===== config.mk =====
export PLATFORM = sky130hd
export DESIGN_NAME = arcc_top
export DESIGN_NICKNAME = d
export VERILOG_FILES = /design/src/rtl/arcc_pkg.sv /design/src/rtl/arcc_source_mux.sv /design/src/rtl/arcc_status_pick.sv /design/src/rtl/arcc_top.sv
export SDC_FILE = /design/constraint.sdc
export NUM_CORES = 1
export LEC_CHECK = 0
export ABC_AREA = 1
export BUFFER_PORTS_ARGS = -buffer_cell sky130_fd_sc_hd__buf_2
export CAP_MARGIN = 20
export CORE_UTILIZATION = 40
export DETAILED_ROUTE_END_ITERATION = 16
export GPL_ROUTABILITY_DRIVEN = 0
export GPL_TIMING_DRIVEN = 0
export HOLD_SLACK_MARGIN = 0.15
export PLACE_DENSITY = 0.66
export SYNTH_ARGS = -nofsm -noshare
export SYNTH_HDL_FRONTEND = slang
export SYNTH_SLANG_ARGS = --single-unit

===== constraint.sdc =====
create_clock -name clk_i -period 1.8 [get_ports clk_i]
set_input_delay 0.18 -clock clk_i [delete_from_list [all_inputs] [get_ports clk_i]]
set_output_delay 0.18 -clock clk_i [all_outputs]
set_load 0.01 [all_outputs]

===== src/rtl/arcc_pkg.sv =====
// Shared constants of the audio route and clock control block
package arcc_pkg;
    // Register indexes; byte address is four times the index
    localparam logic [6:0] ARCC_IDX_MISC2 = 7'h02;
    localparam logic [6:0] ARCC_IDX_ROUTE = 7'h03;
    localparam logic [6:0] ARCC_IDX_CLKSRC = 7'h04;
    localparam logic [6:0] ARCC_IDX_BUF_FIRST = 7'h20;
    localparam logic [6:0] ARCC_IDX_BUF_LAST = 7'h37;
    localparam int ARCC_BUF_DEPTH = 24;
    // Reset values
    localparam logic [6:0] ARCC_MISC2_RST = 7'h00;
    localparam logic [6:0] ARCC_ROUTE_RST = 7'h00;
    localparam logic [6:0] ARCC_CLKSRC_RST = 7'h00;
    // misc_control_two fields
    localparam int ARCC_F_MONO_CHANNEL = 0;
    localparam int ARCC_F_MONO_STATUS = 1;
    localparam int ARCC_F_MONO_TRANSMIT = 2;
    localparam int ARCC_F_MONO_RECEIVE = 3;
    localparam int ARCC_F_RECOV_RATIO = 4;
    localparam int ARCC_F_ERR_POLICY = 5;
    // data_route_control fields
    localparam int ARCC_F_CONV_IN = 0;
    localparam int ARCC_F_SEROUT_SRC = 1;
    localparam int ARCC_F_TX_SRC = 3;
    localparam int ARCC_F_BYPASS = 5;
    localparam int ARCC_F_TX_OFF = 6;
    // clock_source_select fields
    localparam int ARCC_F_RECOV_SRC = 0;
    localparam int ARCC_F_IN_TB = 2;
    localparam int ARCC_F_OUT_TB = 3;
    localparam int ARCC_F_MCLK_RATIO = 4;
    localparam int ARCC_F_RUN = 6;
    // Audio source codes
    typedef enum logic [1:0] {
        ARCC_SRC_CONVERTER = 2'b00,
        ARCC_SRC_SERIAL_IN = 2'b01,
        ARCC_SRC_RECEIVER = 2'b10,
        ARCC_SRC_RESERVED = 2'b11
    } arcc_src_t;
    // Recovered clock source codes
    typedef enum logic [1:0] {
        ARCC_RCK_WORD_SELECT = 2'b00,
        ARCC_RCK_BIPHASE = 2'b01,
        ARCC_RCK_EXT_RX_RESET = 2'b10,
        ARCC_RCK_EXT_RX_RUN = 2'b11
    } arcc_rck_t;
    // Error sample policy codes
    typedef enum logic [1:0] {
        ARCC_ERR_HOLD = 2'b00,
        ARCC_ERR_ZERO = 2'b01,
        ARCC_ERR_PASS = 2'b10,
        ARCC_ERR_RSVD = 2'b11
    } arcc_err_t;
    // Master clock ratios
    localparam logic [9:0] ARCC_RATIO_256 = 10'h100;
    localparam logic [9:0] ARCC_RATIO_384 = 10'h180;
    localparam logic [9:0] ARCC_RATIO_512 = 10'h200;
    localparam logic [9:0] ARCC_RECOV_MULT = 10'h100;
endpackage


===== src/rtl/arcc_source_mux.sv =====
// Audio source selector for one sink
`timescale 1ns/1ps
`default_nettype none
module arcc_source_mux
    import arcc_pkg::*;
#(
    parameter int W = 24
)(
    input wire logic [1:0] sel_i,
    input wire logic [W-1:0] converter_i,
    input wire logic converter_vld_i,
    input wire logic [W-1:0] serial_in_i,
    input wire logic serial_in_vld_i,
    input wire logic [W-1:0] receiver_i,
    input wire logic receiver_vld_i,
    output logic [W-1:0] data_o,
    output logic vld_o
);
    wire logic pick_conv = (sel_i == ARCC_SRC_CONVERTER);
    wire logic pick_ser = (sel_i == ARCC_SRC_SERIAL_IN);
    wire logic pick_rx = (sel_i == ARCC_SRC_RECEIVER);
    // Reserved code feeds silence
    assign data_o = pick_conv ? converter_i : pick_ser ? serial_in_i : pick_rx ? receiver_i : '0;
    assign vld_o = (pick_conv & converter_vld_i) | (pick_ser & serial_in_vld_i) | (pick_rx & receiver_vld_i);
endmodule
`default_nettype wire


===== src/rtl/arcc_status_pick.sv =====
// Channel status slot selection for the transmitter
`timescale 1ns/1ps
`default_nettype none
module arcc_status_pick (
    input wire logic mono_status_i,
    input wire logic mono_channel_i,
    input wire logic cs_left_i,
    input wire logic cs_right_i,
    output logic slot_a_o,
    output logic slot_b_o
);
    wire logic mono_bit = mono_channel_i ? cs_right_i : cs_left_i;
    assign slot_a_o = mono_status_i ? mono_bit : cs_left_i;
    assign slot_b_o = mono_status_i ? mono_bit : cs_right_i;
endmodule
`default_nettype wire


===== src/rtl/arcc_top.sv =====
// Audio routing and clock control registers with Wishbone access
//
// What this block does
// - Stereo status: A data in A, B in B
// - Mono status: same data, left or right
// - Transmitter off drives output constant low
// - Bypass feeds transmitter from positive receive input
// - Transmitter source: converter, serial, receiver
// - Serial output source: converter, serial, receiver
// - Converter input: serial port or receiver
// - Run low stops clocks, resets machines
// - Run low blocks status buffer access
// - Run resets low; software sets it
// - Master clock ratio 256, 384, 512
// - Output time base: master or recovered
// - Input time base: recovered or master
// - Recovered code 00: from word select
// - Recovered code 01: from biphase frames
// - Code 10: external clock, receiver reset
// - Code 11: external clock, receiver runs
`timescale 1ns/1ps
`default_nettype none
module arcc_top
    import arcc_pkg::*;
#(
    parameter int SAMPLE_W = 24
)(
    input wire logic clk_i,
    input wire logic rst_i,
    input wire logic ce_i,
    // Wishbone slave
    input wire logic wb_cyc_i,
    input wire logic wb_stb_i,
    input wire logic wb_we_i,
    input wire logic [8:0] wb_adr_i,
    input wire logic [3:0] wb_sel_i,
    input wire logic [31:0] wb_dat_i,
    output logic [31:0] wb_dat_o,
    output logic wb_ack_o,
    // Audio sources
    input wire logic [SAMPLE_W-1:0] converter_data_i,
    input wire logic converter_vld_i,
    input wire logic [SAMPLE_W-1:0] serial_in_data_i,
    input wire logic serial_in_vld_i,
    input wire logic [SAMPLE_W-1:0] receiver_data_i,
    input wire logic receiver_vld_i,
    input wire logic receiver_err_i,
    // Audio sinks
    output logic [SAMPLE_W-1:0] tx_data_o,
    output logic tx_vld_o,
    output logic [SAMPLE_W-1:0] serial_out_data_o,
    output logic serial_out_vld_o,
    output logic [SAMPLE_W-1:0] converter_in_data_o,
    output logic converter_in_vld_o,
    // Channel status bits
    input wire logic cs_left_i,
    input wire logic cs_right_i,
    output logic cs_slot_a_o,
    output logic cs_slot_b_o,
    // Transmitter line
    input wire logic tx_line_i,
    input wire logic receive_positive_input_i,
    output logic tx_drive_o,
    // Clocking controls
    input wire logic serial_in_master_i,
    output logic run_o,
    output logic core_reset_o,
    output logic [9:0] master_clock_ratio_o,
    output logic output_timebase_sel_o,
    output logic input_timebase_sel_o,
    output logic [9:0] recovered_clock_ratio_o,
    output logic pll_bypass_o,
    output logic pll_ref_biphase_o,
    output logic receiver_sync_reset_o,
    output logic recovered_source_invalid_o,
    output logic mono_receive_sel_o,
    output logic mono_transmit_sel_o
);
    if (SAMPLE_W < 1 || SAMPLE_W > 32)
    begin
        $error("SAMPLE_W out of range");
    end

    // Control registers, bit seven not stored
    logic [6:0] misc_control_two_r, data_route_control_r, clock_source_select_r;
    logic [7:0] buf_mem_r [ARCC_BUF_DEPTH];
    logic [31:0] dat_r;
    logic [SAMPLE_W-1:0] held_r, tx_data_r, sout_data_r, conv_data_r;
    logic [9:0] mratio_r, rratio_r;
    logic ack_r, rxp_meta_r, rxp_sync_r, tx_vld_r, sout_vld_r, conv_vld_r, cs_a_r, cs_b_r, tx_drive_r, run_r;
    logic core_reset_r, out_tb_r, in_tb_r, pll_bypass_r, pll_ref_r, rx_reset_r, rsrc_bad_r, mono_rx_r, mono_tx_r;

    function automatic logic [9:0] ratio_of(input logic [1:0] code);
        case (code)
            2'b00: ratio_of = ARCC_RATIO_256;
            2'b01: ratio_of = ARCC_RATIO_384;
            2'b10: ratio_of = ARCC_RATIO_512;
            default: ratio_of = ARCC_RATIO_256;
        endcase
    endfunction

    // Bus decode
    wire logic [6:0] idx = wb_adr_i[8:2];
    wire logic req = wb_cyc_i & wb_stb_i & ~ack_r;
    wire logic wr_lane0 = req & wb_we_i & wb_sel_i[0];
    wire logic hit_misc2 = (idx == ARCC_IDX_MISC2);
    wire logic hit_route = (idx == ARCC_IDX_ROUTE);
    wire logic hit_clksrc = (idx == ARCC_IDX_CLKSRC);
    wire logic hit_buf = (idx >= ARCC_IDX_BUF_FIRST) && (idx <= ARCC_IDX_BUF_LAST);
    wire logic [4:0] buf_idx = 5'(idx - ARCC_IDX_BUF_FIRST);
    wire logic run_bit = clock_source_select_r[ARCC_F_RUN];
    wire logic buf_open = hit_buf & run_bit;
    wire logic buf_wr = wr_lane0 & buf_open;

    // Field views
    wire logic mono_channel = misc_control_two_r[ARCC_F_MONO_CHANNEL];
    wire logic mono_status = misc_control_two_r[ARCC_F_MONO_STATUS];
    wire logic [1:0] err_policy = misc_control_two_r[ARCC_F_ERR_POLICY +: 2];
    wire logic recov_ratio = misc_control_two_r[ARCC_F_RECOV_RATIO];
    wire logic conv_in_sel = data_route_control_r[ARCC_F_CONV_IN];
    wire logic [1:0] sout_sel = data_route_control_r[ARCC_F_SEROUT_SRC +: 2];
    wire logic [1:0] tx_sel = data_route_control_r[ARCC_F_TX_SRC +: 2];
    wire logic bypass = data_route_control_r[ARCC_F_BYPASS];
    wire logic tx_off = data_route_control_r[ARCC_F_TX_OFF];
    wire logic [1:0] rck_src = clock_source_select_r[ARCC_F_RECOV_SRC +: 2];
    wire logic [1:0] mclk_code = clock_source_select_r[ARCC_F_MCLK_RATIO +: 2];

    // Read data, bit seven zero for control registers
    wire logic [7:0] buf_rd = buf_open ? buf_mem_r[buf_idx] : 8'h00;
    wire logic [7:0] rd_byte = hit_misc2 ? {1'b0, misc_control_two_r} :
                               hit_route ? {1'b0, data_route_control_r} :
                               hit_clksrc ? {1'b0, clock_source_select_r} : buf_rd;

    // Receiver sample after error policy
    logic [SAMPLE_W-1:0] rx_clean;
    always_comb
    begin
        rx_clean = receiver_data_i;
        if (receiver_err_i)
        begin
            case (err_policy)
                ARCC_ERR_HOLD: rx_clean = held_r;
                ARCC_ERR_ZERO: rx_clean = '0;
                ARCC_ERR_PASS: rx_clean = receiver_data_i;
                default: rx_clean = held_r;
            endcase
        end
    end

    // Source selection
    wire logic [SAMPLE_W-1:0] tx_mux, sout_mux;
    wire logic tx_mux_vld, sout_mux_vld;
    wire logic [SAMPLE_W-1:0] conv_mux = conv_in_sel ? rx_clean : serial_in_data_i;
    wire logic conv_mux_vld = conv_in_sel ? receiver_vld_i : serial_in_vld_i;

    arcc_source_mux #(
        .W(SAMPLE_W)
    ) u_tx_mux (
        .sel_i(tx_sel),
        .converter_i(converter_data_i),
        .converter_vld_i(converter_vld_i),
        .serial_in_i(serial_in_data_i),
        .serial_in_vld_i(serial_in_vld_i),
        .receiver_i(rx_clean),
        .receiver_vld_i(receiver_vld_i),
        .data_o(tx_mux),
        .vld_o(tx_mux_vld)
    );

    arcc_source_mux #(
        .W(SAMPLE_W)
    ) u_sout_mux (
        .sel_i(sout_sel),
        .converter_i(converter_data_i),
        .converter_vld_i(converter_vld_i),
        .serial_in_i(serial_in_data_i),
        .serial_in_vld_i(serial_in_vld_i),
        .receiver_i(rx_clean),
        .receiver_vld_i(receiver_vld_i),
        .data_o(sout_mux),
        .vld_o(sout_mux_vld)
    );

    wire logic cs_a_nxt, cs_b_nxt;

    arcc_status_pick u_status (
        .mono_status_i(mono_status),
        .mono_channel_i(mono_channel),
        .cs_left_i(cs_left_i),
        .cs_right_i(cs_right_i),
        .slot_a_o(cs_a_nxt),
        .slot_b_o(cs_b_nxt)
    );

    // Transmitter drive
    wire logic drive_src = bypass ? rxp_sync_r : tx_line_i;
    wire logic tx_drive_nxt = tx_off ? 1'b0 : drive_src;

    // Recovered clock decode
    wire logic ext_clock = (rck_src == ARCC_RCK_EXT_RX_RESET) || (rck_src == ARCC_RCK_EXT_RX_RUN);
    wire logic rx_hold = (rck_src == ARCC_RCK_EXT_RX_RESET) || ~run_bit;
    wire logic ref_biphase = (rck_src == ARCC_RCK_BIPHASE);
    wire logic ws_invalid = (rck_src == ARCC_RCK_WORD_SELECT) & serial_in_master_i;
    wire logic [9:0] rratio_nxt = recov_ratio ? {1'b0, ARCC_RECOV_MULT[9:1]} : ARCC_RECOV_MULT;

    // Bus slave and registers
    always_ff @(posedge clk_i)
    begin
        if (rst_i)
        begin
            misc_control_two_r <= ARCC_MISC2_RST;
            data_route_control_r <= ARCC_ROUTE_RST;
            clock_source_select_r <= ARCC_CLKSRC_RST;
            ack_r <= 1'b0;
            dat_r <= 32'h0;
        end
        else if (ce_i)
        begin
            ack_r <= req;
            dat_r <= req ? {24'h0, rd_byte} : 32'h0;
            if (wr_lane0 & hit_misc2)
            begin
                misc_control_two_r <= wb_dat_i[6:0];
            end
            if (wr_lane0 & hit_route)
            begin
                data_route_control_r <= wb_dat_i[6:0];
            end
            if (wr_lane0 & hit_clksrc)
            begin
                clock_source_select_r <= wb_dat_i[6:0];
            end
        end
    end

    // Status buffer storage
    always_ff @(posedge clk_i)
    begin
        if (ce_i && buf_wr)
        begin
            buf_mem_r[buf_idx] <= wb_dat_i[7:0];
        end
    end

    // Positive receive input synchroniser
    always_ff @(posedge clk_i)
    begin
        if (rst_i)
        begin
            rxp_meta_r <= 1'b0;
            rxp_sync_r <= 1'b0;
        end
        else if (ce_i)
        begin
            rxp_meta_r <= receive_positive_input_i;
            rxp_sync_r <= rxp_meta_r;
        end
    end

    // Audio path, cleared while stopped
    always_ff @(posedge clk_i)
    begin
        if (rst_i || (ce_i && ~run_bit))
        begin
            held_r <= '0;
            tx_data_r <= '0;
            tx_vld_r <= 1'b0;
            sout_data_r <= '0;
            sout_vld_r <= 1'b0;
            conv_data_r <= '0;
            conv_vld_r <= 1'b0;
            cs_a_r <= 1'b0;
            cs_b_r <= 1'b0;
        end
        else if (ce_i)
        begin
            if (receiver_vld_i & ~receiver_err_i)
            begin
                held_r <= receiver_data_i;
            end
            tx_data_r <= tx_mux;
            tx_vld_r <= tx_mux_vld;
            sout_data_r <= sout_mux;
            sout_vld_r <= sout_mux_vld;
            conv_data_r <= conv_mux;
            conv_vld_r <= conv_mux_vld;
            cs_a_r <= cs_a_nxt;
            cs_b_r <= cs_b_nxt;
        end
    end

    // Clocking control outputs
    always_ff @(posedge clk_i)
    begin
        if (rst_i)
        begin
            tx_drive_r <= 1'b0;
            run_r <= 1'b0;
            core_reset_r <= 1'b1;
            mratio_r <= ARCC_RATIO_256;
            out_tb_r <= 1'b0;
            in_tb_r <= 1'b0;
            rratio_r <= ARCC_RECOV_MULT;
            pll_bypass_r <= 1'b0;
            pll_ref_r <= 1'b0;
            rx_reset_r <= 1'b1;
            rsrc_bad_r <= 1'b0;
            mono_rx_r <= 1'b0;
            mono_tx_r <= 1'b0;
        end
        else if (ce_i)
        begin
            tx_drive_r <= tx_drive_nxt;
            run_r <= run_bit;
            core_reset_r <= ~run_bit;
            mratio_r <= ratio_of(mclk_code);
            out_tb_r <= clock_source_select_r[ARCC_F_OUT_TB];
            in_tb_r <= clock_source_select_r[ARCC_F_IN_TB];
            rratio_r <= rratio_nxt;
            pll_bypass_r <= ext_clock;
            pll_ref_r <= ref_biphase;
            rx_reset_r <= rx_hold;
            rsrc_bad_r <= ws_invalid;
            mono_rx_r <= misc_control_two_r[ARCC_F_MONO_RECEIVE];
            mono_tx_r <= misc_control_two_r[ARCC_F_MONO_TRANSMIT];
        end
    end

    assign wb_dat_o = dat_r;
    assign wb_ack_o = ack_r;
    assign tx_data_o = tx_data_r;
    assign tx_vld_o = tx_vld_r;
    assign serial_out_data_o = sout_data_r;
    assign serial_out_vld_o = sout_vld_r;
    assign converter_in_data_o = conv_data_r;
    assign converter_in_vld_o = conv_vld_r;
    assign cs_slot_a_o = cs_a_r;
    assign cs_slot_b_o = cs_b_r;
    assign tx_drive_o = tx_drive_r;
    assign run_o = run_r;
    assign core_reset_o = core_reset_r;
    assign master_clock_ratio_o = mratio_r;
    assign output_timebase_sel_o = out_tb_r;
    assign input_timebase_sel_o = in_tb_r;
    assign recovered_clock_ratio_o = rratio_r;
    assign pll_bypass_o = pll_bypass_r;
    assign pll_ref_biphase_o = pll_ref_r;
    assign receiver_sync_reset_o = rx_reset_r;
    assign recovered_source_invalid_o = rsrc_bad_r;
    assign mono_receive_sel_o = mono_rx_r;
    assign mono_transmit_sel_o = mono_tx_r;
endmodule
`default_nettype wire


---- Word-level counts from Yosys, hierarchy flattened ----
Memories as Yosys holds them, arrays and structs flattened.
Index checks and enable logic that the tools add are counted.
word-level totals
  word-level logic and storage cells ...... 108
  memory bits (writable) .................. 192
  input bits .............................. 132
  register bits ........................... 188
  memories ................................ 1
  output and inout bits ................... 141
cells by class
  add/subtract/negate cells ............... 1
  order comparisons ....................... 2
  multiplexer cells ....................... 24
  eq/ne operators ......................... 14
  bitwise gates (word level) .............. 24
  reductions and logical operators ........ 13
memory list
  memory     depth  width  rd ports  clocked after Yosys merged registers in  write ports  line            text
  buf_mem_r  24     8      1         0                                        1            arcc_top.sv:86  logic [7:0] buf_mem_r [ARCC_BUF_DEPTH];
operators by type and width
  operator               count
  $mux W24               8
  $pmux W24 S2           1
  $mux W8                5
  $pmux W10 S2           1
  $and A1 B1 Y1          17
  $eq A7 B2 Y1 const B   2
  $eq A2 B2 Y1 const B   6
  $eq A2 B1 Y1 const B   5
  $mux W9                1
  $mux W1                8
  $reduce_and A2 Y1      4
  $eq A7 B3 Y1 const B   1
  $ge A7 B6 Y1 const B   1
  $le A7 B6 Y1 const B   1
  $logic_not A2 Y1       3
  $sub A5 B1 Y5 const B  1
  $or A1 B1 Y1           4
  $logic_and A1 B1 Y1    3
  $logic_or A1 B1 Y1     3
  $not A1 Y1             3

---- Longest topological paths before layout ----
Gate-level depths: netlist of run 1.
  depth after elaboration ................. 8
  mapped depth ............................ 17
  depth with buffers taken out ............ 16

---- Cells and area by module ----
A second synthesis of run 1 with hierarchy kept.
unflattened totals
  cells, all modules ...................... 1,878
  area, all modules ....................... 15,846.4 um^2
modules (own cells, without submodules)
  module            cells each  instances  area an instance (um^2)  sequential area each (um^2)
  arcc_top          1,637       1          14,587.7                 8,748.4
  arcc_source_mux   115         2          605.6                    0.0
  arcc_status_pick  11          1          47.5                     0.0

---- Worst setup path before layout of run 1 ----
Ideal clock, no wire load.
  kind .................................... flip-flop to flip-flop
  start point ............................. register ack_r, in the netlist wb_ack_o
  end point ............................... memory buf_mem_r[0][0] (enable)
  clock period less this slack ............ 2,034 ps
  library setup time ...................... 370 ps
  stages on the path, launching flop included .. 8
  data required time ...................... 1,430 ps
  path slack .............................. -234 ps
  arrival time ............................ 1,664 ps
  path through ............................ dfxtp_1 > nor2_1 > nand2_1 > inv_1 > nand3_2 > nor3_1 > nand2_1 > nor2_1
on the way
  word-level cells in the longest chain between the ends .. 8
ends and longest elaborated chain
  element                        line             text
  start, declared                arcc_top.sv:90   logic ack_r, rxp_meta_r, rxp_sync_r, tx_vld_r, sout_vld_r, conv_vld_r, cs_a_r, cs_b_r, tx_drive_r, run_r;
  start signal, assigned         arcc_top.sv:219  ack_r <= req;
  $not A1 Y1                     arcc_top.sv:104  wire logic req = wb_cyc_i & wb_stb_i & ~ack_r;
  $and A1 B1 Y1                  arcc_top.sv:104
  $and A1 B1 Y1 (2 in series)    arcc_top.sv:105  wire logic wr_lane0 = req & wb_we_i & wb_sel_i[0];
  $and A1 B1 Y1                  arcc_top.sv:113  wire logic buf_wr = wr_lane0 & buf_open;
  $logic_and A1 B1 Y1            arcc_top.sv:239  if (ce_i && buf_wr)
  $mux W1                        arcc_top.sv:239
  $mux W1 (implied by the code)  arcc_top.sv:241  buf_mem_r[buf_idx] <= wb_dat_i[7:0];
  end, declared                  arcc_top.sv:86
No other way between the ends.

---- Final worst setup path of run 1 ----
  start point ............................. register ack_r, in the netlist wb_ack_o
  end point ............................... memory buf_mem_r[11][7] (enable)
The elaborated chain is that of the path after synthesis.

==> results of run 1 <==
[power groups by stage]
stage          sequential [mW]  clock (mW)  combinational [mW]
6_report                  8.38        7.80                1.69
5_1_grt                   8.39        8.10                1.81
4_1_cts                   8.38        7.83                1.60
3_5_place_dp              8.55           0                1.40
3_3_place_gp              8.54           0                1.39
2_1_floorplan             8.57           0               0.733
[synth_stat cells, types with 2 or more instances]
| cell type | n | area (µm²) |
|---|---|---|
| dfxtp_1 | 149 | 2983 |
| nand3_2 | 2 | 20.02 |
| o21ai_1 | 9 | 45.04 |
| inv_2 | 3 | 11.26 |
| edfxtp_1 | 192 | 5766 |
| buf_1 | 7 | 26.28 |
| nand4_1 | 2 | 12.51 |
| nand3_1 | 68 | 340.3 |
| a211oi_1 | 10 | 75.07 |
| buf_2 | 19 | 95.09 |
| nor2_2 | 2 | 12.51 |
| nor2_1 | 205 | 769.5 |
| o21ai_0 | 179 | 895.9 |
| buf_6 | 3 | 33.78 |
| a21oi_1 | 208 | 1041 |
| o22ai_1 | 31 | 193.9 |
| clkbuf_1 | 64 | 240.2 |
| nand2_1 | 314 | 1179 |
| nor3_1 | 3 | 15.01 |
| or2_2 | 6 | 37.54 |
| o31ai_1 | 2 | 15.01 |
| o211ai_1 | 2 | 15.01 |
| inv_1 | 178 | 668.1 |
| nand3b_1 | 4 | 30.03 |
| buf_4 | 46 | 345.3 |
| nor2_4 | 2 | 22.52 |
| nor4_1 | 2 | 12.51 |
[critical path: stages (launching register included)]
cell and delay [ns]:
dfxtp_2 0.32, nor2_2 0.09, nand2_2 0.09, inv_4 0.09, nand3_4 0.09, nor3_4 0.16, buf_12 0.18, nand2_8 0.11
nor2_4 0.29
[cell families (layout without fill, tap and decap cells)]
family	count (synthesis)	in the layout
other	1	40
adders and majority gates	1	1
muxes	1	1
AOI/OAI and AO/OA	452	452
and+or+nand+nor	613	613
buffers and inverters	321	697
DFF	341	341
[layer usage]
layer  track usage  vias up  routed length (µm)
met1        0.3383     6564               20600
met2        0.4311      835               24000
met4        0.1224        0                2350
met3       0.05260      146                5083
met5             0        -                   0
li1              -     6458                   -
[cell type report]
class / instances / area [µm²] / area share
antenna: 1 / 2.502 / 0.0001261
buffer: 137 / 798.3 / 0.04023
clock buffer: 55 / 1080 / 0.05441
clock inverter: 13 / 146.4 / 0.007377
inverter: 182 / 686.9 / 0.03462
multi-input combinational: 1106 / 5533 / 0.2788
sequential: 341 / 8752 / 0.4410
tap: 468 / 585.6 / 0.02951
timing repair buffer: 310 / 2260 / 0.1139
[final timing paths]
kind                               from                         end  slack [ns]  depth (start not counted)
hold reg to reg      run_o$_SDFFE_PP0P_          run_o$_SDFFE_PP0P_        0.45                          1
hold / removal                 wb_stb_i       wb_ack_o$_SDFFE_PP0P_        0.16                          6
setup / recovery  wb_ack_o$_SDFFE_PP0P_  buf_mem_r[11][7]$_DFFE_PP_        0.04                          8
setup reg to reg  wb_ack_o$_SDFFE_PP0P_  buf_mem_r[11][7]$_DFFE_PP_        0.04                          8
[through the flow]
step / TNS [ns] / power, mW / hold slack, ns
floorplan: -5.674 / 9.307 / 0.2789
global placement: -117.10 / 9.933 / 0.4166
detailed placement: -135.22 / 9.950 / 0.4226
global route: -0.3594 / 18.30 / 0.1623
finish: 0 / 17.87 / 0.1636
CTS: -0.3256 / 17.80 / 0.1552
[state kept, by name, summed over array words and instances, names as in the netlist, 2 cells and up]
| register | cells |
|---|---|
| buf_mem_r | 192 |
| converter_in_data_o | 24 |
| held_r | 24 |
| serial_out_data_o | 24 |
| tx_data_o | 24 |
| wb_dat_o | 8 |
| clock_source_select_r | 7 |
| data_route_control_r | 7 |
| misc_control_two_r | 7 |
| master_clock_ratio_o | 3 |
| recovered_clock_ratio_o | 2 |
[repair_timing]
action | CTS | global route
resized for setup | 81 | 61
gates cloned | 1 | 1
pin swaps | 23 | 10
endpoints found under the hold margin | 131 | 0
setup buffers | 22 | 3
endpoints found under the setup margin | 280 | 286
hold buffers | 83 | 0
==> metrics.csv, run 1 <==
stage,metric,value,unit
final_layout,Finished Layout Cells,2613,
pwr,sequential share of power,0.469,
grt,GRT Util Overall,0.2643,
drt,vias per cell,5.359,
synthesis,yosys warns,0,
grt,Congestion Overflow GR,0,
timing,final setup margin,0.03938,ns
synthesis,share of synthesized registers carrying an async set or reset,0,
synthesis,Synth Area in Compound Gates,0.1575,
setup_path,CP Max Fanout,8,
final_layout,fin nets,2248,
min_path,class of the worst hold path,primary input to flip-flop,
grt,pin count of the biggest net entering global routing,26,
floorplan,Ports,273,
timing,"Slew Viols, Final",0,
synthesis,largest family of logic cells by synthesized area,simple AND/OR/NAND/NOR gates,
setup_path,Setup crit end kind,flip-flop,
synthesis,Post-synth EDFFs,192,
drt,Routed WL per cell,19.92,µm
synthesis,area of the mapped netlist,0.01505,mm²
setup_path,critical path startpoint category,flip-flop,
final_layout,"commonest non-fill, non-tap cell in the layout",nand2_1,
run_status,status,completed,
pwr,Cell Pwr Density,900.5,mW/mm²
synthesis,Synth Area in Adders,0.0008313,
final_layout,fill count,3300,
synthesis,Post-Syn Instances,1730,
floorplan,die span in y,196.0,µm
floorplan,die area,0.03841,mm²
final_layout,most frequent cells in the layout,"nand2_1, buf_2, a21oi_1",
final_layout,P&R area growth vs syn,31.85,%
grt,initial antenna violation count,1,
clock_network,Clock Sinks,341,
timing,worst rel slew slack,0.5176,
placement,DP Wirelength,34900,µm
drt,Post-Route WL,52040,µm
timing,Tmin final,1.761,ns
clock_network,Num CTS Buffers,37,
timing,final hold violations,0,
synthesis,Yosys cell types,45,
clock_network,worst-skew pair later-pin latency,0.55,ns
final_layout,Final Util,0.5395,
placement,I/O Buffers,200,
pwr,Comb pwr share,0.095,
pwr,Leakage Power,8.478,nW
pwr,Clk pwr share,0.436,
pwr,Pint,13.54,mW
pwr,total net switching power,4.330,mW
clock_network,CTS max path bufs,3,
synthesis,Post-Synth Simple-Gate Area,0.1648,
timing,worst-margin pin slew,0.7236,ns
placement,placed cell area,0.01698,mm²
placement,pre-CTS WS,-0.6851,ns
synthesis,#FFs+latches synth,341,
setup_path,WS Path Type,flip-flop to flip-flop,
grt,first-pass GRT wire length,77400,µm
timing,Final Skew,0.02663,ns
final_layout,layout cells sized above 1,0.2188,
drt,vias,14003,
floorplan,Placement Rows,70,
floorplan,Initial Util,0.4091,
synthesis,sequential share of the synthesized area,0.5813,
pwr,Peak VDD IR,0.6444,mV
synthesis,post-synthesis mux area share,0.0007482,
synthesis,synthesized area per cell,8.700,µm²
placement,Placed Cells,2436,
synthesis,"Top FF cell, synth",edfxtp_1,
drt,ANT nets after route,0,
clock_network,CTS tree,yes,
floorplan,die width,196.0,µm
final_layout,"Design Area, Final",0.01984,mm²
pwr,switching share of power,0.2423,
drt,Remaining DRCs,0,
timing,final period utilization,0.9781,
flow_run,max cap viols,0,
clock_network,Clock transition at path regs,0.06,ns
synthesis,post-synthesis xor/xnor area fraction,0,
setup_path,Worst Path Arrival,1.96,ns
grt,number of global-route vias before repair,13397,
timing,RSZ-0062 raised after global routing,yes,
timing,# setup viols final,0,
clock_network,CTS root buf,clkbuf_16,
drt,1st-iter DRT viols,1378,
clock_network,# H-tree levels,2,
timing,f_max,568.0,MHz
floorplan,Core Region,0.03679,mm²
drt,DR pass1 iterations,6,
setup_path,CP required,2.00,ns
(Power assumes the default switching activity.)
==> run 2: changes to the inputs <==
--- a/config.mk
+++ b/config.mk
@@ -8,12 +8,12 @@
 export ABC_AREA = 1
 export BUFFER_PORTS_ARGS = -buffer_cell sky130_fd_sc_hd__buf_2
 export CAP_MARGIN = 20
-export CORE_UTILIZATION = 40
+export CORE_UTILIZATION = 45
 export DETAILED_ROUTE_END_ITERATION = 16
 export GPL_ROUTABILITY_DRIVEN = 0
 export GPL_TIMING_DRIVEN = 0
 export HOLD_SLACK_MARGIN = 0.15
-export PLACE_DENSITY = 0.66
+export PLACE_DENSITY = 0.72
 export SYNTH_ARGS = -nofsm -noshare
 export SYNTH_HDL_FRONTEND = slang
 export SYNTH_SLANG_ARGS = --single-unit
==> run 2 against run 1 <==
- final cell count fell by 1.2%
- register-to-register slack about the same
- clock skew grew 0.0034 ns
- final area shrank 0.73%
- combinational power hardly changed
- die area shrank 11%
- fmax is 0.57% lower
- non-clock buffer count is 6 lower
- sequential share of layout area rose by 0.34 points
- flip-flop and latch count stayed put
- clock power down 1%
- first-iteration DRC count grew 28%
- critical path type unchanged
==> metrics.csv, run 2 (synthesized netlist as in run 1, its figures left out) <==
stage,metric,value,unit
clock_network,Clock transition at path regs,0.06,ns
drt,metal3 WL,4891,µm
min_path,Hold EP,wb_ack_o$_SDFFE_PP0P_,
floorplan,Ports,273,
flow_run,max cap viols,0,
setup_path,CP peak stage delay,0.49,ns
clock_network,Num CTS Buffers,37,
grt,number of global-route vias before repair,13658,
floorplan,Initial Util,0.4602,
grt,Congestion Overflow GR,0,
setup_path,critical-path cell list,"nor2_2, inv_1, o22ai_1, nor2_1, a21oi_2",
drt,DR pass1 iterations,8,
drt,vias per cell,5.505,
drt,ANT nets after route,0,
setup_path,Worst Path Arrival,2.23,ns
final_layout,Top reg by flops,buf_mem_r,
timing,f_max,564.8,MHz
setup_path,Critical-path top delay cell,nor2_2,
clock_network,CTS tree,yes,
setup_path,Reg2Reg Depth,5,
drt,routed wl met2,23590,µm
placement,I/O Buffers,200,
setup_path,Critical path buffers and inverters,1,
min_path,class of the worst hold path,primary input to flip-flop,
setup_path,WS Path Type,flip-flop to flip-flop,
floorplan,Placement Rows,66,
clock_network,CTS max path bufs,3,
pwr,Cell Pwr Density,901.7,mW/mm²
final_layout,Seq. cell area,0.008755,mm²
timing,Tmin final,1.771,ns
final_layout,fin nets,2242,
timing,worst-margin pin slew,0.7350,ns
setup_path,reg2reg end,tx_data_o[8]$_SDFFE_PP0P_,
timing,"Slew Viols, Final",0,
drt,Post-Route WL,50530,µm
drt,vias,14208,
grt,initial antenna violation count,1,
placement,pre-CTS WS,-0.6295,ns
timing,RSZ-0062 raised after global routing,yes,
final_layout,max reg flops,192,
drt,Max Used Layer,met4,
grt,pin count of the biggest net entering global routing,26,
drt,Remaining DRCs,0,
setup_path,Reg-to-Reg Start,data_route_control_r[3]$_SDFFE_PP0P_,
final_layout,Final Util,0.6024,
pwr,Peak VDD IR,0.6298,mV
floorplan,die width,184.9,µm
final_layout,Multi-input gate area,0.005550,mm²
clock_network,# H-tree levels,2,
drt,Metal-1 WL,19130,µm
setup_path,CP Max Fanout,9,
timing,final hold violations,0,
grt,GRT Util Overall,0.2895,
drt,1st-iter DRT viols,1759,
setup_path,CP required,2.26,ns
final_layout,layout cells sized above 1,0.2190,
clock_network,CTS root buf,clkbuf_16,
setup_path,crit path launch,data_route_control_r[3]$_SDFFE_PP0P_,
run_status,status,completed,
final_layout,most frequent cells in the layout,"nand2_1, buf_2, a21oi_1",
timing,final setup margin,0.02934,ns
floorplan,die span in y,184.9,µm
final_layout,P&R area growth vs syn,30.88,%
min_path,min-delay src,wb_stb_i,
final_layout,"commonest non-fill, non-tap cell in the layout",nand2_1,
drt,Routed WL per cell,19.58,µm
min_path,WHS Path Cells,6,
grt,first-pass GRT wire length,75180,µm
clock_network,worst-skew pair later-pin latency,0.52,ns
timing,worst rel slew slack,0.5100,
floorplan,Core Region,0.03270,mm²
timing,Hold Slack,0.1560,ns
floorplan,die area,0.03418,mm²
pwr,Leakage Power,8.421,nW
setup_path,critical path depth,5,
setup_path,reg2reg setup slack,0.03,ns
setup_path,Setup crit end kind,flip-flop,
final_layout,fill count,2709,
placement,DP Wirelength,33890,µm
setup_path,critical path startpoint category,flip-flop,
clock_network,Clock Sinks,341,
timing,Final Skew,0.03006,ns
timing,# setup viols final,0,
setup_path,Worst path top cell family by delay,simple AND/OR/NAND/NOR gates,
timing,final period utilization,0.9837,
[run 2: cell types whose count changed in the layout (fill, tap and decap cells not counted), moves of 3 or more]
| cell | before | now |
|---|---|---|
| a21oi_2 | 7 | 11 |
| clkbuf_8 | 4 | 1 |
| a21oi_1 | 201 | 197 |
| buf_12 | 17 | 9 |
| buf_6 | 4 | 8 |
[run 2: repair_timing]
item | in CTS | in global routing
setup buffers | 15 | 5
pin swaps | 19 | 18
endpoints found under the setup margin | 280 | 290
resized for setup | 92 | 59
hold endpoints to repair | 131 | 0
hold buffers | 82 | 0
gates cloned | 1 | 1
[run 2: per-layer routing]
metal / global-route usage / up-vias
met4: 0.1640 / 0
met3: 0.05466 / 187
met2: 0.4750 / 893
met5: 0 / -
met1: 0.3582 / 6672
li1: - / 6456
[run 2: how the worst max path moves through the flow]
stage | end | slack (ns)
finish | tx_data_o[8]$_SDFFE_PP0P_ | 0.03
CTS | buf_mem_r[20][4]$_DFFE_PP_ | -0.11
global route | serial_out_data_o[18]$_SDFFE_PP0P_ | -0.05
detailed placement | serial_out_data_o[19]$_SDFFE_PP0P_ | -0.63
floorplan | buf_mem_r[10][0]$_DFFE_PP_ | -0.03
global placement | tx_data_o[18]$_SDFFE_PP0P_ | -0.60
[run 2: through the flow]
step	instance area (µm²)	power [mW]	TNS, ns	std cells
finish	19700	17.76	0	2581
global route	19700	18.18	-0.6103	2580
CTS	19480	17.67	-7.998	2575
detailed placement	16950	9.943	-124.45	2410
global placement	16950	9.919	-114.97	2410
floorplan	15390	9.307	-5.674	1768
[run 2: worst register-to-register path, delay by kind of cell (launching register included)]
family	cells	cell delay, ns
simple gates	2	0.59
compound gates	2	0.42
buf+inv	1	0.32
flops	1	0.39
[run 2: where the power goes]
group / total (mW) / internal (mW) / switching [mW] / leakage, nW
Clock: 7.69 / 4.56 / 3.13 / 0.607
Combinational: 1.69 / 0.611 / 1.07 / 4.87
Sequential: 8.39 / 8.32 / 0.0697 / 2.94
Total: 17.8 / 13.5 / 4.27 / 8.42
[run 2: cell type report]
| class | instances | share of cell area |
|---|---|---|
| inverter | 182 | 0.03500 |
| sequential | 341 | 0.4444 |
| clock buffer | 52 | 0.05373 |
| timing repair buffer | 303 | 0.1073 |
| multi-input combinational | 1106 | 0.2818 |
| clock inverter | 15 | 0.008257 |
| tap | 442 | 0.02807 |
| antenna | 2 | 0.0002541 |
| buffer | 138 | 0.04116 |
